`src/igs_pkg.sv`:
```
package igs_pkg;

  // bundle layout, byte 0 holds the template
  localparam int BUNDLE_W    = 128;
  localparam int BUNDLE_BYTES = 16;
  localparam int TMPL_W      = 5;
  localparam int TMPL_LSB    = 0;
  localparam int SLOT_W      = 41;
  localparam int SLOT0_LSB   = 5;
  localparam int NUM_SLOTS   = 3;
  localparam int QP_LSB      = 0;
  localparam int QP_W        = 6;
  localparam int NUM_PREDS   = 64;
  localparam int IP_W        = 64;
  localparam int DATA_W      = 64;
  localparam int MEM_WORDS   = 16;
  localparam int EXC_W       = 8;

  localparam logic [1:0] LAST_SLOT = 2'h2;
  localparam logic [1:0] LX_SLOT   = 2'h1;
  localparam logic [EXC_W-1:0] EXC_RSVD_TMPL = 8'h01;
  localparam logic [IP_W-1:0]  BUNDLE_STEP   = 64'h10;

  // group end causes
  localparam logic [2:0] CAUSE_NONE   = 3'h0;
  localparam logic [2:0] CAUSE_STOP   = 3'h1;
  localparam logic [2:0] CAUSE_BRANCH = 3'h2;
  localparam logic [2:0] CAUSE_BREAK  = 3'h3;
  localparam logic [2:0] CAUSE_RSVD   = 3'h4;

  // phases of one instruction, gray along fetch-read-exec-update
  typedef enum logic [1:0] {
    PH_FETCH = 2'b00,
    PH_READ  = 2'b01,
    PH_EXEC  = 2'b11,
    PH_UPDT  = 2'b10
  } igs_phase_e;

  // stop after slot n sits in bit n
  function automatic logic [2:0] igs_stops(input logic [TMPL_W-1:0] t);
    logic [2:0] m;
    m = {t[0], 2'b00};
    if (t[4:1] == 4'h1) m[1] = 1'b1;
    if (t[4:1] == 4'h5) m[0] = 1'b1;
    return m;
  endfunction

  function automatic logic igs_tmpl_rsvd(input logic [TMPL_W-1:0] t);
    return (t[4:1] == 4'h3) || (t[4:1] == 4'ha) ||
           (t[4:1] == 4'hd) || (t[4:1] == 4'hf);
  endfunction

  function automatic logic igs_tmpl_lx(input logic [TMPL_W-1:0] t);
    return t[4:1] == 4'h2;
  endfunction

endpackage

```
`src/igs_bundle_unpack.sv`:
```
`timescale 1ns/1ps
module igs_bundle_unpack
  import igs_pkg::*;
(
  // byte i of the bundle in bits 8i+7..8i
  input  wire logic [igs_pkg::BUNDLE_W-1:0]            bytes_in,
  // decoded view
  output logic [igs_pkg::TMPL_W-1:0]                   tmpl,
  output logic [igs_pkg::NUM_SLOTS-1:0][igs_pkg::SLOT_W-1:0] slots,
  output logic [2:0]                                   stops,
  output logic                                         rsvd,
  output logic                                         lx
);
  import igs_pkg::*;

  logic [BUNDLE_W-1:0] value;

  // little-endian: lowest address byte is least significant
  genvar b;
  generate
    for (b = 0; b < BUNDLE_BYTES; b++) begin : g_byte
      assign value[8*b +: 8] = bytes_in[8*b +: 8];
    end
  endgenerate

  assign tmpl = value[TMPL_LSB +: TMPL_W];

  genvar s;
  generate
    for (s = 0; s < NUM_SLOTS; s++) begin : g_slot
      assign slots[s] = value[SLOT0_LSB + s*SLOT_W +: SLOT_W];
    end
  endgenerate

  // a long pair ends on slot 1, so its closing stop is copied there
  assign stops = igs_stops(tmpl) | {1'b0, lx && tmpl[0], 1'b0};
  assign rsvd  = igs_tmpl_rsvd(tmpl);
  assign lx    = igs_tmpl_lx(tmpl);

endmodule // igs_bundle_unpack

```
`src/igs_pred_file.sv`:
```
`timescale 1ns/1ps
module igs_pred_file
  import igs_pkg::*;
(
  // clock and reset
  input  wire logic                    ref_clk,
  input  wire logic                    rst_n,
  input  wire logic                    clk_en,
  // read port, committed state only
  input  wire logic [igs_pkg::QP_W-1:0] rd_idx,
  output logic                         rd_val,
  // deferred write port
  input  wire logic                    wr_en,
  input  wire logic [igs_pkg::QP_W-1:0] wr_idx,
  input  wire logic                    wr_val,
  // make deferred writes architectural
  input  wire logic                    commit
);
  import igs_pkg::*;

  logic [NUM_PREDS-1:0] pr_r, pr_nxt;
  logic [NUM_PREDS-1:0] pend_we_r, pend_we_nxt;
  logic [NUM_PREDS-1:0] pend_v_r, pend_v_nxt;

  // reads never see writes of the open group
  assign rd_val = (rd_idx == '0) ? 1'b1 : pr_r[rd_idx];

  always_comb begin
    pr_nxt      = pr_r;
    pend_we_nxt = pend_we_r;
    pend_v_nxt  = pend_v_r;
    if (wr_en && (wr_idx != '0)) begin
      pend_we_nxt[wr_idx] = 1'b1;
      pend_v_nxt[wr_idx]  = wr_val;
    end
    if (commit) begin
      pr_nxt      = (pr_r & ~pend_we_nxt) | (pend_v_nxt & pend_we_nxt);
      pr_nxt[0]   = 1'b1;
      pend_we_nxt = '0;
    end
  end

  always_ff @(posedge ref_clk or negedge rst_n) begin
    if (!rst_n) begin
      pr_r      <= {{(NUM_PREDS-1){1'b0}}, 1'b1};
      pend_we_r <= '0;
      pend_v_r  <= '0;
    end else if (clk_en) begin
      pr_r      <= pr_nxt;
      pend_we_r <= pend_we_nxt;
      pend_v_r  <= pend_v_nxt;
    end
  end

endmodule // igs_pred_file

```
`src/igs_sequencer.sv`:
```
`timescale 1ns/1ps
module igs_sequencer
  import igs_pkg::*;
#(
  parameter int MEM_WORDS = igs_pkg::MEM_WORDS
) (
  // clock, reset, enable
  input  wire logic                       ref_clk,
  input  wire logic                       rst_n,
  input  wire logic                       clk_en,
  // bundle stream
  input  wire logic                       bnd_valid,
  input  wire logic [igs_pkg::BUNDLE_W-1:0] bnd_bytes,
  input  wire logic [igs_pkg::IP_W-1:0]   bnd_addr,
  output logic                            bnd_ready_r,
  // issue to the executor
  output logic                            iss_valid_r,
  output logic [igs_pkg::SLOT_W-1:0]      iss_word_r,
  output logic [igs_pkg::IP_W-1:0]        iss_ip_r,
  output logic [1:0]                      iss_slot_r,
  output logic                            iss_qp_true_r,
  // executor answer
  input  wire logic                       ex_done,
  input  wire logic                       ex_fault,
  input  wire logic [igs_pkg::EXC_W-1:0]  ex_code,
  input  wire logic                       ex_taken,
  input  wire logic                       ex_break_b,
  input  wire logic                       ex_rsvd_b,
  input  wire logic                       ex_redirect,
  input  wire logic [igs_pkg::IP_W-1:0]   ex_target,
  input  wire logic                       ex_sync,
  input  wire logic                       ex_pr_we,
  input  wire logic [igs_pkg::QP_W-1:0]   ex_pr_dst,
  input  wire logic                       ex_pr_val,
  input  wire logic                       ex_ld,
  input  wire logic                       ex_st,
  input  wire logic                       ex_adv,
  input  wire logic                       ex_chk,
  input  wire logic [$clog2(MEM_WORDS)-1:0] ex_maddr,
  input  wire logic [igs_pkg::DATA_W-1:0] ex_sdata,
  // results
  output logic                            res_valid_r,
  output logic [igs_pkg::DATA_W-1:0]      ld_data_r,
  output logic                            advanced_load_table_hit_r,
  // group and flow events
  output logic                            grp_end_r,
  output logic [2:0]                      grp_cause_r,
  output logic                            redir_valid_r,
  output logic [igs_pkg::IP_W-1:0]        redir_ip_r,
  output logic                            exc_valid_r,
  output logic [igs_pkg::IP_W-1:0]        exc_ip_r,
  output logic [1:0]                      exc_slot_r,
  output logic [igs_pkg::EXC_W-1:0]       exc_code_r
);
  import igs_pkg::*;

  localparam int AW = $clog2(MEM_WORDS);

  ////////////////////////////////////////////////////////////////////////////
  // bundle decode and predicate state

  logic [TMPL_W-1:0]                 u_tmpl;
  logic [NUM_SLOTS-1:0][SLOT_W-1:0]  u_slots;
  logic [2:0]                        u_stops;
  logic                              u_rsvd;
  logic                              u_lx;

  igs_bundle_unpack u_unpack (
    .bytes_in (bnd_bytes),
    .tmpl     (u_tmpl),
    .slots    (u_slots),
    .stops    (u_stops),
    .rsvd     (u_rsvd),
    .lx       (u_lx)
  );

  igs_phase_e                        phase_r, phase_nxt;
  logic [NUM_SLOTS-1:0][SLOT_W-1:0]  slots_r, slots_nxt;
  logic [2:0]                        stops_r, stops_nxt;
  logic                              rsvd_r, rsvd_nxt;
  logic                              lx_r, lx_nxt;
  logic [IP_W-1:0]                   ip_r, ip_nxt;
  logic [1:0]                        slot_r, slot_nxt;
  logic                              hold_r, hold_nxt;
  logic                              qp_r, qp_nxt;

  logic                              pr_rd;
  logic                              pr_we;
  logic                              commit;
  logic                  x_f_r, x_t_r, x_bb_r, x_rb_r, x_red_r, x_s_r;
  logic                  x_pw_r, x_pv_r, x_ld_r, x_st_r, x_adv_r, x_chk_r;
  logic [EXC_W-1:0]      x_c_r;
  logic [IP_W-1:0]       x_tg_r;
  logic [QP_W-1:0]       x_pd_r;
  logic [AW-1:0]         x_a_r;
  logic [DATA_W-1:0]     x_d_r;

  igs_pred_file u_preds (
    .ref_clk (ref_clk),
    .rst_n   (rst_n),
    .clk_en  (clk_en),
    .rd_idx  (slots_r[slot_r][QP_LSB +: QP_W]),
    .rd_val  (pr_rd),
    .wr_en   (pr_we),
    .wr_idx  (x_pd_r),
    .wr_val  (x_pv_r),
    .commit  (commit)
  );

  ////////////////////////////////////////////////////////////////////////////
  // captured execute results, held for the update phase

  always_ff @(posedge ref_clk or negedge rst_n) begin
    if (!rst_n) begin
      {x_f_r, x_t_r, x_bb_r, x_rb_r, x_red_r, x_s_r} <= '0;
      {x_pw_r, x_pv_r, x_ld_r, x_st_r, x_adv_r, x_chk_r} <= '0;
      x_c_r  <= '0;
      x_tg_r <= '0;
      x_pd_r <= '0;
      x_a_r  <= '0;
      x_d_r  <= '0;
    end else if (clk_en && (phase_r == PH_EXEC) && ex_done) begin
      {x_f_r, x_t_r, x_bb_r, x_rb_r, x_red_r, x_s_r} <=
        {ex_fault, ex_taken, ex_break_b, ex_rsvd_b, ex_redirect, ex_sync};
      {x_pw_r, x_pv_r, x_ld_r, x_st_r, x_adv_r, x_chk_r} <=
        {ex_pr_we, ex_pr_val, ex_ld, ex_st, ex_adv, ex_chk};
      x_c_r  <= ex_code;
      x_tg_r <= ex_target;
      x_pd_r <= ex_pr_dst;
      x_a_r  <= ex_maddr;
      x_d_r  <= ex_sdata;
    end
  end

  ////////////////////////////////////////////////////////////////////////////
  // memory and advanced load table, updated in program order

  logic [DATA_W-1:0]     mem_r [MEM_WORDS];
  logic [MEM_WORDS-1:0]  advanced_load_table_r, advanced_load_table_nxt;
  logic                  mem_we;

  // a predicated-off instruction reaches no memory or table state
  logic upd, act, fault, ends;
  assign upd   = (phase_r == PH_UPDT);
  assign act   = upd && qp_r;
  assign fault = act && (x_f_r || x_bb_r || x_rb_r);
  assign ends  = stops_r[slot_r] ||
                 (act && (x_t_r || x_bb_r || x_rb_r));
  assign mem_we = act && !fault && x_st_r;
  assign pr_we  = act && !fault && x_pw_r;

  always_comb begin
    advanced_load_table_nxt = advanced_load_table_r;
    if (act && !fault) begin
      if (x_st_r) advanced_load_table_nxt[x_a_r] = 1'b0;
      if (x_adv_r) advanced_load_table_nxt[x_a_r] = 1'b1;
    end
  end

  // stores land in the update phase, so any later read sees them
  always_ff @(posedge ref_clk) begin
    if (clk_en && mem_we) mem_r[x_a_r] <= x_d_r;
  end

  always_ff @(posedge ref_clk or negedge rst_n) begin
    if (!rst_n) advanced_load_table_r <= '0;
    else if (clk_en) advanced_load_table_r <= advanced_load_table_nxt;
  end

  ////////////////////////////////////////////////////////////////////////////
  // sequencing

  logic last;
  assign last = (slot_r == LAST_SLOT) || (lx_r && (slot_r == LX_SLOT));

  logic                  bnd_ready_nxt, iss_valid_nxt, iss_qp_nxt;
  logic [SLOT_W-1:0]     iss_word_nxt;
  logic [IP_W-1:0]       iss_ip_nxt, redir_ip_nxt, exc_ip_nxt;
  logic [1:0]            iss_slot_nxt, exc_slot_nxt;
  logic                  res_valid_nxt, advanced_load_table_hit_nxt, grp_end_nxt;
  logic [DATA_W-1:0]     ld_data_nxt;
  logic [2:0]            grp_cause_nxt;
  logic                  redir_valid_nxt, exc_valid_nxt;
  logic [EXC_W-1:0]      exc_code_nxt;

  always_comb begin
    phase_nxt       = phase_r;
    slots_nxt       = slots_r;
    stops_nxt       = stops_r;
    rsvd_nxt        = rsvd_r;
    lx_nxt          = lx_r;
    ip_nxt          = ip_r;
    slot_nxt        = slot_r;
    hold_nxt        = hold_r;
    qp_nxt          = qp_r;
    commit          = 1'b0;
    bnd_ready_nxt   = 1'b0;
    iss_valid_nxt   = 1'b0;
    iss_word_nxt    = iss_word_r;
    iss_ip_nxt      = iss_ip_r;
    iss_slot_nxt    = iss_slot_r;
    iss_qp_nxt      = iss_qp_true_r;
    res_valid_nxt   = 1'b0;
    ld_data_nxt     = ld_data_r;
    advanced_load_table_hit_nxt    = advanced_load_table_hit_r;
    grp_end_nxt     = 1'b0;
    grp_cause_nxt   = grp_cause_r;
    redir_valid_nxt = 1'b0;
    redir_ip_nxt    = redir_ip_r;
    exc_valid_nxt   = 1'b0;
    exc_ip_nxt      = exc_ip_r;
    exc_slot_nxt    = exc_slot_r;
    exc_code_nxt    = exc_code_r;
    unique case (phase_r)
      PH_FETCH: begin
        bnd_ready_nxt = 1'b1;
        if (bnd_valid && bnd_ready_r) begin
          // bundles are taken strictly in stream order
          slots_nxt     = u_slots;
          stops_nxt     = u_stops;
          rsvd_nxt      = u_rsvd;
          lx_nxt        = u_lx;
          ip_nxt        = bnd_addr;
          slot_nxt      = 2'h0;
          bnd_ready_nxt = 1'b0;
          phase_nxt     = PH_READ;
        end
      end
      PH_READ: begin
        if (rsvd_r) begin
          // no slot of an undefined template executes
          commit        = 1'b1;
          exc_valid_nxt = 1'b1;
          exc_ip_nxt    = ip_r;
          exc_slot_nxt  = 2'h0;
          exc_code_nxt  = EXC_RSVD_TMPL;
          bnd_ready_nxt = 1'b1;
          phase_nxt     = PH_FETCH;
        end else begin
          qp_nxt        = pr_rd;
          iss_valid_nxt = 1'b1;
          iss_word_nxt  = slots_r[slot_r];
          iss_ip_nxt    = ip_r;
          iss_slot_nxt  = slot_r;
          iss_qp_nxt    = pr_rd;
          phase_nxt     = PH_EXEC;
        end
      end
      PH_EXEC: begin
        if (ex_done) phase_nxt = PH_UPDT;
      end
      PH_UPDT: begin
        res_valid_nxt = 1'b1;
        if (act && !fault) begin
          // load data is taken before this or any later store
          if (x_ld_r) ld_data_nxt = mem_r[x_a_r];
          if (x_chk_r) advanced_load_table_hit_nxt = advanced_load_table_r[x_a_r];
          if (x_s_r) hold_nxt = 1'b1;
        end
        if (ends) begin
          grp_end_nxt   = 1'b1;
          grp_cause_nxt = !act                ? CAUSE_STOP   :
                          x_bb_r              ? CAUSE_BREAK  :
                          x_rb_r              ? CAUSE_RSVD   :
                          x_t_r               ? CAUSE_BRANCH : CAUSE_STOP;
        end
        if (fault) begin
          // later slots are dropped, so only the first fault shows
          commit        = 1'b1;
          exc_valid_nxt = 1'b1;
          exc_ip_nxt    = ip_r;
          exc_slot_nxt  = slot_r;
          exc_code_nxt  = x_c_r;
          hold_nxt      = 1'b0;
          bnd_ready_nxt = 1'b1;
          phase_nxt     = PH_FETCH;
        end else if (act && (x_t_r || x_red_r)) begin
          // a redirect that is no branch keeps the group open
          commit          = ends || hold_r || x_s_r;
          hold_nxt        = hold_nxt && !commit;
          redir_valid_nxt = 1'b1;
          redir_ip_nxt    = x_tg_r;
          bnd_ready_nxt   = 1'b1;
          phase_nxt       = PH_FETCH;
        end else begin
          // sync drains pending writes before the next fetch
          commit = ends || (last && hold_nxt);
          if (commit) hold_nxt = 1'b0;
          if (last) begin
            bnd_ready_nxt = 1'b1;
            phase_nxt     = PH_FETCH;
          end else begin
            slot_nxt  = slot_r + 2'h1;
            phase_nxt = PH_READ;
          end
        end
      end
    endcase
  end

  always_ff @(posedge ref_clk or negedge rst_n) begin
    if (!rst_n) begin
      phase_r       <= PH_FETCH;
      slots_r       <= '0;
      stops_r       <= '0;
      rsvd_r        <= 1'b0;
      lx_r          <= 1'b0;
      ip_r          <= '0;
      slot_r        <= '0;
      hold_r        <= 1'b0;
      qp_r          <= 1'b0;
      bnd_ready_r   <= 1'b1;
      iss_valid_r   <= 1'b0;
      iss_word_r    <= '0;
      iss_ip_r      <= '0;
      iss_slot_r    <= '0;
      iss_qp_true_r <= 1'b0;
      res_valid_r   <= 1'b0;
      ld_data_r     <= '0;
      advanced_load_table_hit_r    <= 1'b0;
      grp_end_r     <= 1'b0;
      grp_cause_r   <= CAUSE_NONE;
      redir_valid_r <= 1'b0;
      redir_ip_r    <= '0;
      exc_valid_r   <= 1'b0;
      exc_ip_r      <= '0;
      exc_slot_r    <= '0;
      exc_code_r    <= '0;
    end else if (clk_en) begin
      phase_r       <= phase_nxt;
      slots_r       <= slots_nxt;
      stops_r       <= stops_nxt;
      rsvd_r        <= rsvd_nxt;
      lx_r          <= lx_nxt;
      ip_r          <= ip_nxt;
      slot_r        <= slot_nxt;
      hold_r        <= hold_nxt;
      qp_r          <= qp_nxt;
      bnd_ready_r   <= bnd_ready_nxt;
      iss_valid_r   <= iss_valid_nxt;
      iss_word_r    <= iss_word_nxt;
      iss_ip_r      <= iss_ip_nxt;
      iss_slot_r    <= iss_slot_nxt;
      iss_qp_true_r <= iss_qp_nxt;
      res_valid_r   <= res_valid_nxt;
      ld_data_r     <= ld_data_nxt;
      advanced_load_table_hit_r    <= advanced_load_table_hit_nxt;
      grp_end_r     <= grp_end_nxt;
      grp_cause_r   <= grp_cause_nxt;
      redir_valid_r <= redir_valid_nxt;
      redir_ip_r    <= redir_ip_nxt;
      exc_valid_r   <= exc_valid_nxt;
      exc_ip_r      <= exc_ip_nxt;
      exc_slot_r    <= exc_slot_nxt;
      exc_code_r    <= exc_code_nxt;
    end
  end

endmodule // igs_sequencer

```
`config.mk`:
```
export PLATFORM = sky130hd
export DESIGN_NAME = igs_sequencer
export DESIGN_NICKNAME = d
export VERILOG_FILES = /design/src/igs_pkg.sv /design/src/igs_bundle_unpack.sv /design/src/igs_pred_file.sv /design/src/igs_sequencer.sv
export SDC_FILE = /design/constraint.sdc
export NUM_CORES = 2
export LEC_CHECK = 0
export BUFFER_PORTS_ARGS = -buffer_cell sky130_fd_sc_hd__buf_2
export CORE_MARGIN = 2
export CORE_UTILIZATION = 50
export CTS_CLUSTER_SIZE = 20
export DETAILED_ROUTE_END_ITERATION = 8
export PLACE_DENSITY = 0.76
export SLEW_MARGIN = 20
export SYNTH_ARGS = -nofsm -noshare
export SYNTH_HDL_FRONTEND = slang
export SYNTH_HIERARCHICAL = 1
export SYNTH_SLANG_ARGS = --single-unit
```
`constraint.sdc`:
```
create_clock -name ref_clk -period 5.05 [get_ports ref_clk]
set_input_delay 0 -clock ref_clk [delete_from_list [all_inputs] [get_ports ref_clk]]
set_output_delay 0 -clock ref_clk [all_outputs]
set_load 0.02 [all_outputs]
```
# After elaboration in Yosys (flattened, before gate mapping)
# Memories as Yosys holds them, arrays and structs flattened. A register that Yosys moved wholly into a read port is not among the register bits.
# Cells that the tools add are included.
# totals
n_memories,1
output_inout_bits,320
word_cells,210
ramBits,1024
in_bits,355
register_bits,818
# memory_table
name,depth,word_bits,rd,rd_ports_with_merged_regs,wr,line,rtl
mem_r,16,64,1,1,1,igs_sequencer.sv:138,logic [DATA_W-1:0] mem_r [MEM_WORDS];
# op_classes
order_cmp,6
n_mux,74
n_eq_ne,19
reduce_logical,51
addsub,1
bitwise_logic,11
# op_table
cell,n
$mux 64,5
$and 64x64->64,2
$or 64x64->64,2
$pmux 64 s2,1
$bmux 41 s2,1
$bwmux 64,1
$not 64->64,1
$mux 16,3
$mux 41,1
$mux 1,35
$mux 2,10
$logic_and 1x1->1,18
$and 16x16->16,1
$mux 8,2
$not 16->16,1
$or 16x16->16,1
$pmux 8 s2,1
$reduce_and 4->1,4
$lt 6x7->1 const B,2
$logic_or 1x1->1,13
$eq 4x4->1 const B,3
$ne 2x2->1 const B,6
$reduce_and 3->1,4
$mux 3,3
other kinds (29),41

# Logic depth before layout (Yosys ltp)
# depth
depth_word,13
mapped_depth,14

# Cells and area by module
# The synthesis kept the hierarchy.
# modules_own_cells
mod,instances,area_each_um2,cells_per_inst
igs_sequencer,1,65414.0,3422
igs_pred_file,1,9328.9,991
igs_bundle_unpack,1,1037.2,139

# Worst setup path before layout
# OpenSTA, ideal clock, no wires.
# synth_timing
kind,register -> register
startpoint,register x_a_r[2]
endpoint,memory mem_r[0][0] (enable)
path_stages_with_launch,9
required_time_ns,4.563
arrival_time_ns,4.226
setup_slack_ns,0.337
setup_time_ns,0.487
path_cell_list,dfrtp_1 > buf_4 > buf_6 > buf_6 > buf_2 > nor2_2 > buf_2 > nand3_1 > nor2_1
# synth_rtl
item,line,rtl
from (decl),igs_sequencer.sv:95,logic [AW-1:0] x_a_r;
from (signal assigned),igs_sequencer.sv:130,x_a_r <= ex_maddr;
to (decl),igs_sequencer.sv:138,
# No word-level cell before the write port.

# Worst setup path in the final report
# layout_timing
startpoint,register phase_r[0]
endpoint,memory mem_r[3][11] (enable)
# layout_between
elab_chain_len,9
# layout_rtl
item,line,rtl
from (decl),igs_sequencer.sv:77,"igs_phase_e phase_r, phase_nxt;"
from (signal assigned),igs_sequencer.sv:330,phase_r <= phase_nxt;
$eq 2x2->1 (*),igs_sequencer.sv:144,assign upd = (phase_r == PH_UPDT);
$logic_and 1x1->1 (*),igs_sequencer.sv:145,assign act = upd && qp_r;
$logic_and 1x1->1,igs_sequencer.sv:146,assign fault = act && (x_f_r || x_bb_r || x_rb_r);
$logic_not 1->1,igs_sequencer.sv:149,assign mem_we = act && !fault && x_st_r;
$logic_and 1x1->1 (*) (2 in series),igs_sequencer.sv:149,
$logic_and 1x1->1 (*),igs_sequencer.sv:162,if (clk_en && mem_we) mem_r[x_a_r] <= x_d_r;
$mux 1 (*),igs_sequencer.sv:162,
$mux 1 (not written as such) (*),igs_sequencer.sv:162,
# Every way passes the cells marked *; elsewhere a longest branch is shown, timed or not.

==> qor.csv <==
metric;value;unit
pwr-share-seq;0.459;
slew_viol_final;0;
p_per_area;553;nW/um^2
power_switching;17300;uW
timing.final.crit_share;0.799;
swShare;0.334;
critPathArrivalTime;4500;ps
cts_tree;done;
crit_buf_inv;2;
p_leak;0.0373;uW
num_rows;142;
outcome;finished, final reports clean;
syn_area;75700;um^2
area_growth;23.5;%
setup_tns;0;ps
fmax;248;MHz
dpl_worst_slack;1120;ps
die_y;393;um
crit_required;5510;ps
synth_warnings;6;
crit_family;simple AND/OR/NAND/NOR gates;
nets;6126;
hp-class;input pin to register;
port_buffers;674;
ant_nets;0;
drv_cap;0;
die-area;155000;um^2
clock_latency;830;ps
multi_input_comb_area;20800;um^2
whs;28.8;ps
tightest_slew;1230;ps
grt_overflow;0;
drive_above_1_share;0.337;
power.share.clock;0.275;
endpoint_kind;register;
core-area;150000;um^2
viasPerCell;5.97;
grtUsageTotal;0.278;
final.min_clock_period;4030;ps
ios;675;
setup_viol;0;
fillers;10000;
wl;219000;um
syn-instance-count;4547;
clock_path_buffers;3;
worst-path-max-fanout;47;
grt_pass1_wl;318000;um
cp_cell_sequence;inv_1, ha_1, and3_4, and2_4, nand3_1, nor2_4, buf_12;
finalHoldViolations;0;
synth_fp_nets;4908;
die_x;393;um
placed_area;80400;um^2
grt_pass1_vias;49000;
postCtsSetupRepairBufs;0;
cts_root_buf;clkbuf_16;
placed_cells;6908;
met3_usage;0.0732;
h-tree-depth;4;
layout.cells.non_filler;7958;
final-seq-area;52800;um^2
slowest_stage;ha_1;
fin_skew;47.5;ps
initial_utilization;0.505;
clkSinkCount;1904;
grtUsageMet1;0.365;
grt_max_degree;193;
drt_first_iter_violations;5373;
post-dp-hpwl;120000;um
rsz0062_at_grt;no;
irDropWorstVdd;400;uV
combPwrFrac;0.265;
wl_per_cell;27.5;um
drc_errors;0;
cts_buffers;188;
max_stage_delay;780;ps
cts_resized;0;
clkSlewWorstSetupHoldPaths;60;ps
relSlewSlack;0.178;
p_int;34500;uW
use_met2;0.431;
routed-via-count;47500;
critPathKind;register to register;
antenna_found_initial;32;
firstDrtPassIters;6;
final_area;93600;um^2
setup_ws;1020;ps
worstSetupStartpointType;register;
place_congestion;0.870;
synth_area_per_cell;16.7;um^2
grt-busiest-layer;met2;
[per-stage QoR]
stage	total power [uW]	util
CTS	51100	0.623
detailed placement	36500	0.535
floorplan	31500	-
global route	53600	0.623
global placement	36000	0.535
finish	51800	0.623
[sequential cells by signal (all words and copies together), names as in the netlist, 3 cells and up, named ones only]
| signal | flops |
|---|---|
| exc_ip_r | 64 |
| ld_data_r | 64 |
| u_preds/pend_v_r | 63 |
| ip_r | 64 |
| u_preds/pend_we_r | 63 |
| x_tg_r | 64 |
| x_pd_r | 6 |
| x_a_r | 4 |
| stops_r | 3 |
| advanced_load_table_r | 16 |
| x_c_r | 8 |
| grp_cause_r | 3 |
| mem_r | 1024 |
| iss_ip_r | 64 |
| slots_r | 123 |
| x_d_r | 64 |
| redir_ip_r | 64 |
| exc_code_r | 8 |
| iss_word_r | 41 |
[layer usage]
| layer | wire length [um] | vias to the layer above | share of wire |
|---|---|---|---|
| li1 | - | 19600 | - |
| met1 | 81400 | 24200 | 0.37 |
| met2 | 104000 | 2903 | 0.47 |
| met3 | 22500 | 751 | 0.10 |
| met4 | 11200 | 24 | 0.051 |
| met5 | 148 | - | 0.00068 |
[final timing paths]
path	endpoint	depth (start not counted)	slack, ps	from
setup / recovery	mem_r[3][11]	7	1020	phase_r[0]
hold / removal	x_bb_r	3	30	ex_break_b
setup reg to reg	mem_r[3][11]	7	1020	phase_r[0]
hold reg to reg	iss_word_r[14]	2	480	iss_word_r[14]
max in group asynchronous	exc_ip_r[62]	5	3520	rst_n
min in group asynchronous	x_tg_r[13]	4	490	rst_n
[worst reg2reg max path, delay by kind of cell, from the launching register on]
family | cells | cell delay [ps]
DFF | 1 | 420
adders and majority gates | 1 | 790
and+or+nand+nor | 4 | 1880
buffers and inverters | 2 | 530
[area by class of cell]
| class | instances | area share |
|---|---|---|
| Antenna cell | 20 | 0.000535 |
| Clock buffer | 265 | 0.0574 |
| Clock inverter | 82 | 0.00957 |
| Inverter | 26 | 0.00104 |
| Multi-Input combinational cell | 2222 | 0.222 |
| Sequential cell | 1904 | 0.564 |
| Tap cell | 2016 | 0.0270 |
| Timing Repair Buffer | 1423 | 0.119 |
[cells in the final DEF (no fill, tap or decap), types with 16 or more instances in the layout]
cell type,instances
nor2_4,16
inv_1,26
o22ai_1,121
nor2_1,197
a21oi_1,206
mux2_2,621
mux4_2,245
nand3_1,41
dlygate4sd3_1,681
mux2_4,49
buf_12,27
a31oi_1,30
buf_4,40
dfrtp_1,873
clkinv_2,34
clkbuf_8,27
o21ai_0,197
clkbuf_16,193
buf_2,672
clkbuf_1,45
diode_2,20
clkinv_1,17
edfxtp_1,1024
nand2_1,213
mux2i_1,100
[power by group through the flow]
stage	clock, uW	combinational (uW)	sequential (uW)
floorplan	0	8060	23400
global placement	0	12500	23500
detailed placement	0	12800	23700
CTS	14300	13300	23400
global route	15000	14500	24100
finish	14300	13700	23800
[repair_timing]
action,CTS,global route
hold buffers,681,1
endpoints found under the setup margin,0,0
hold endpoints to repair,1000,1
Note: power is estimated with default switching activity, not from simulation.
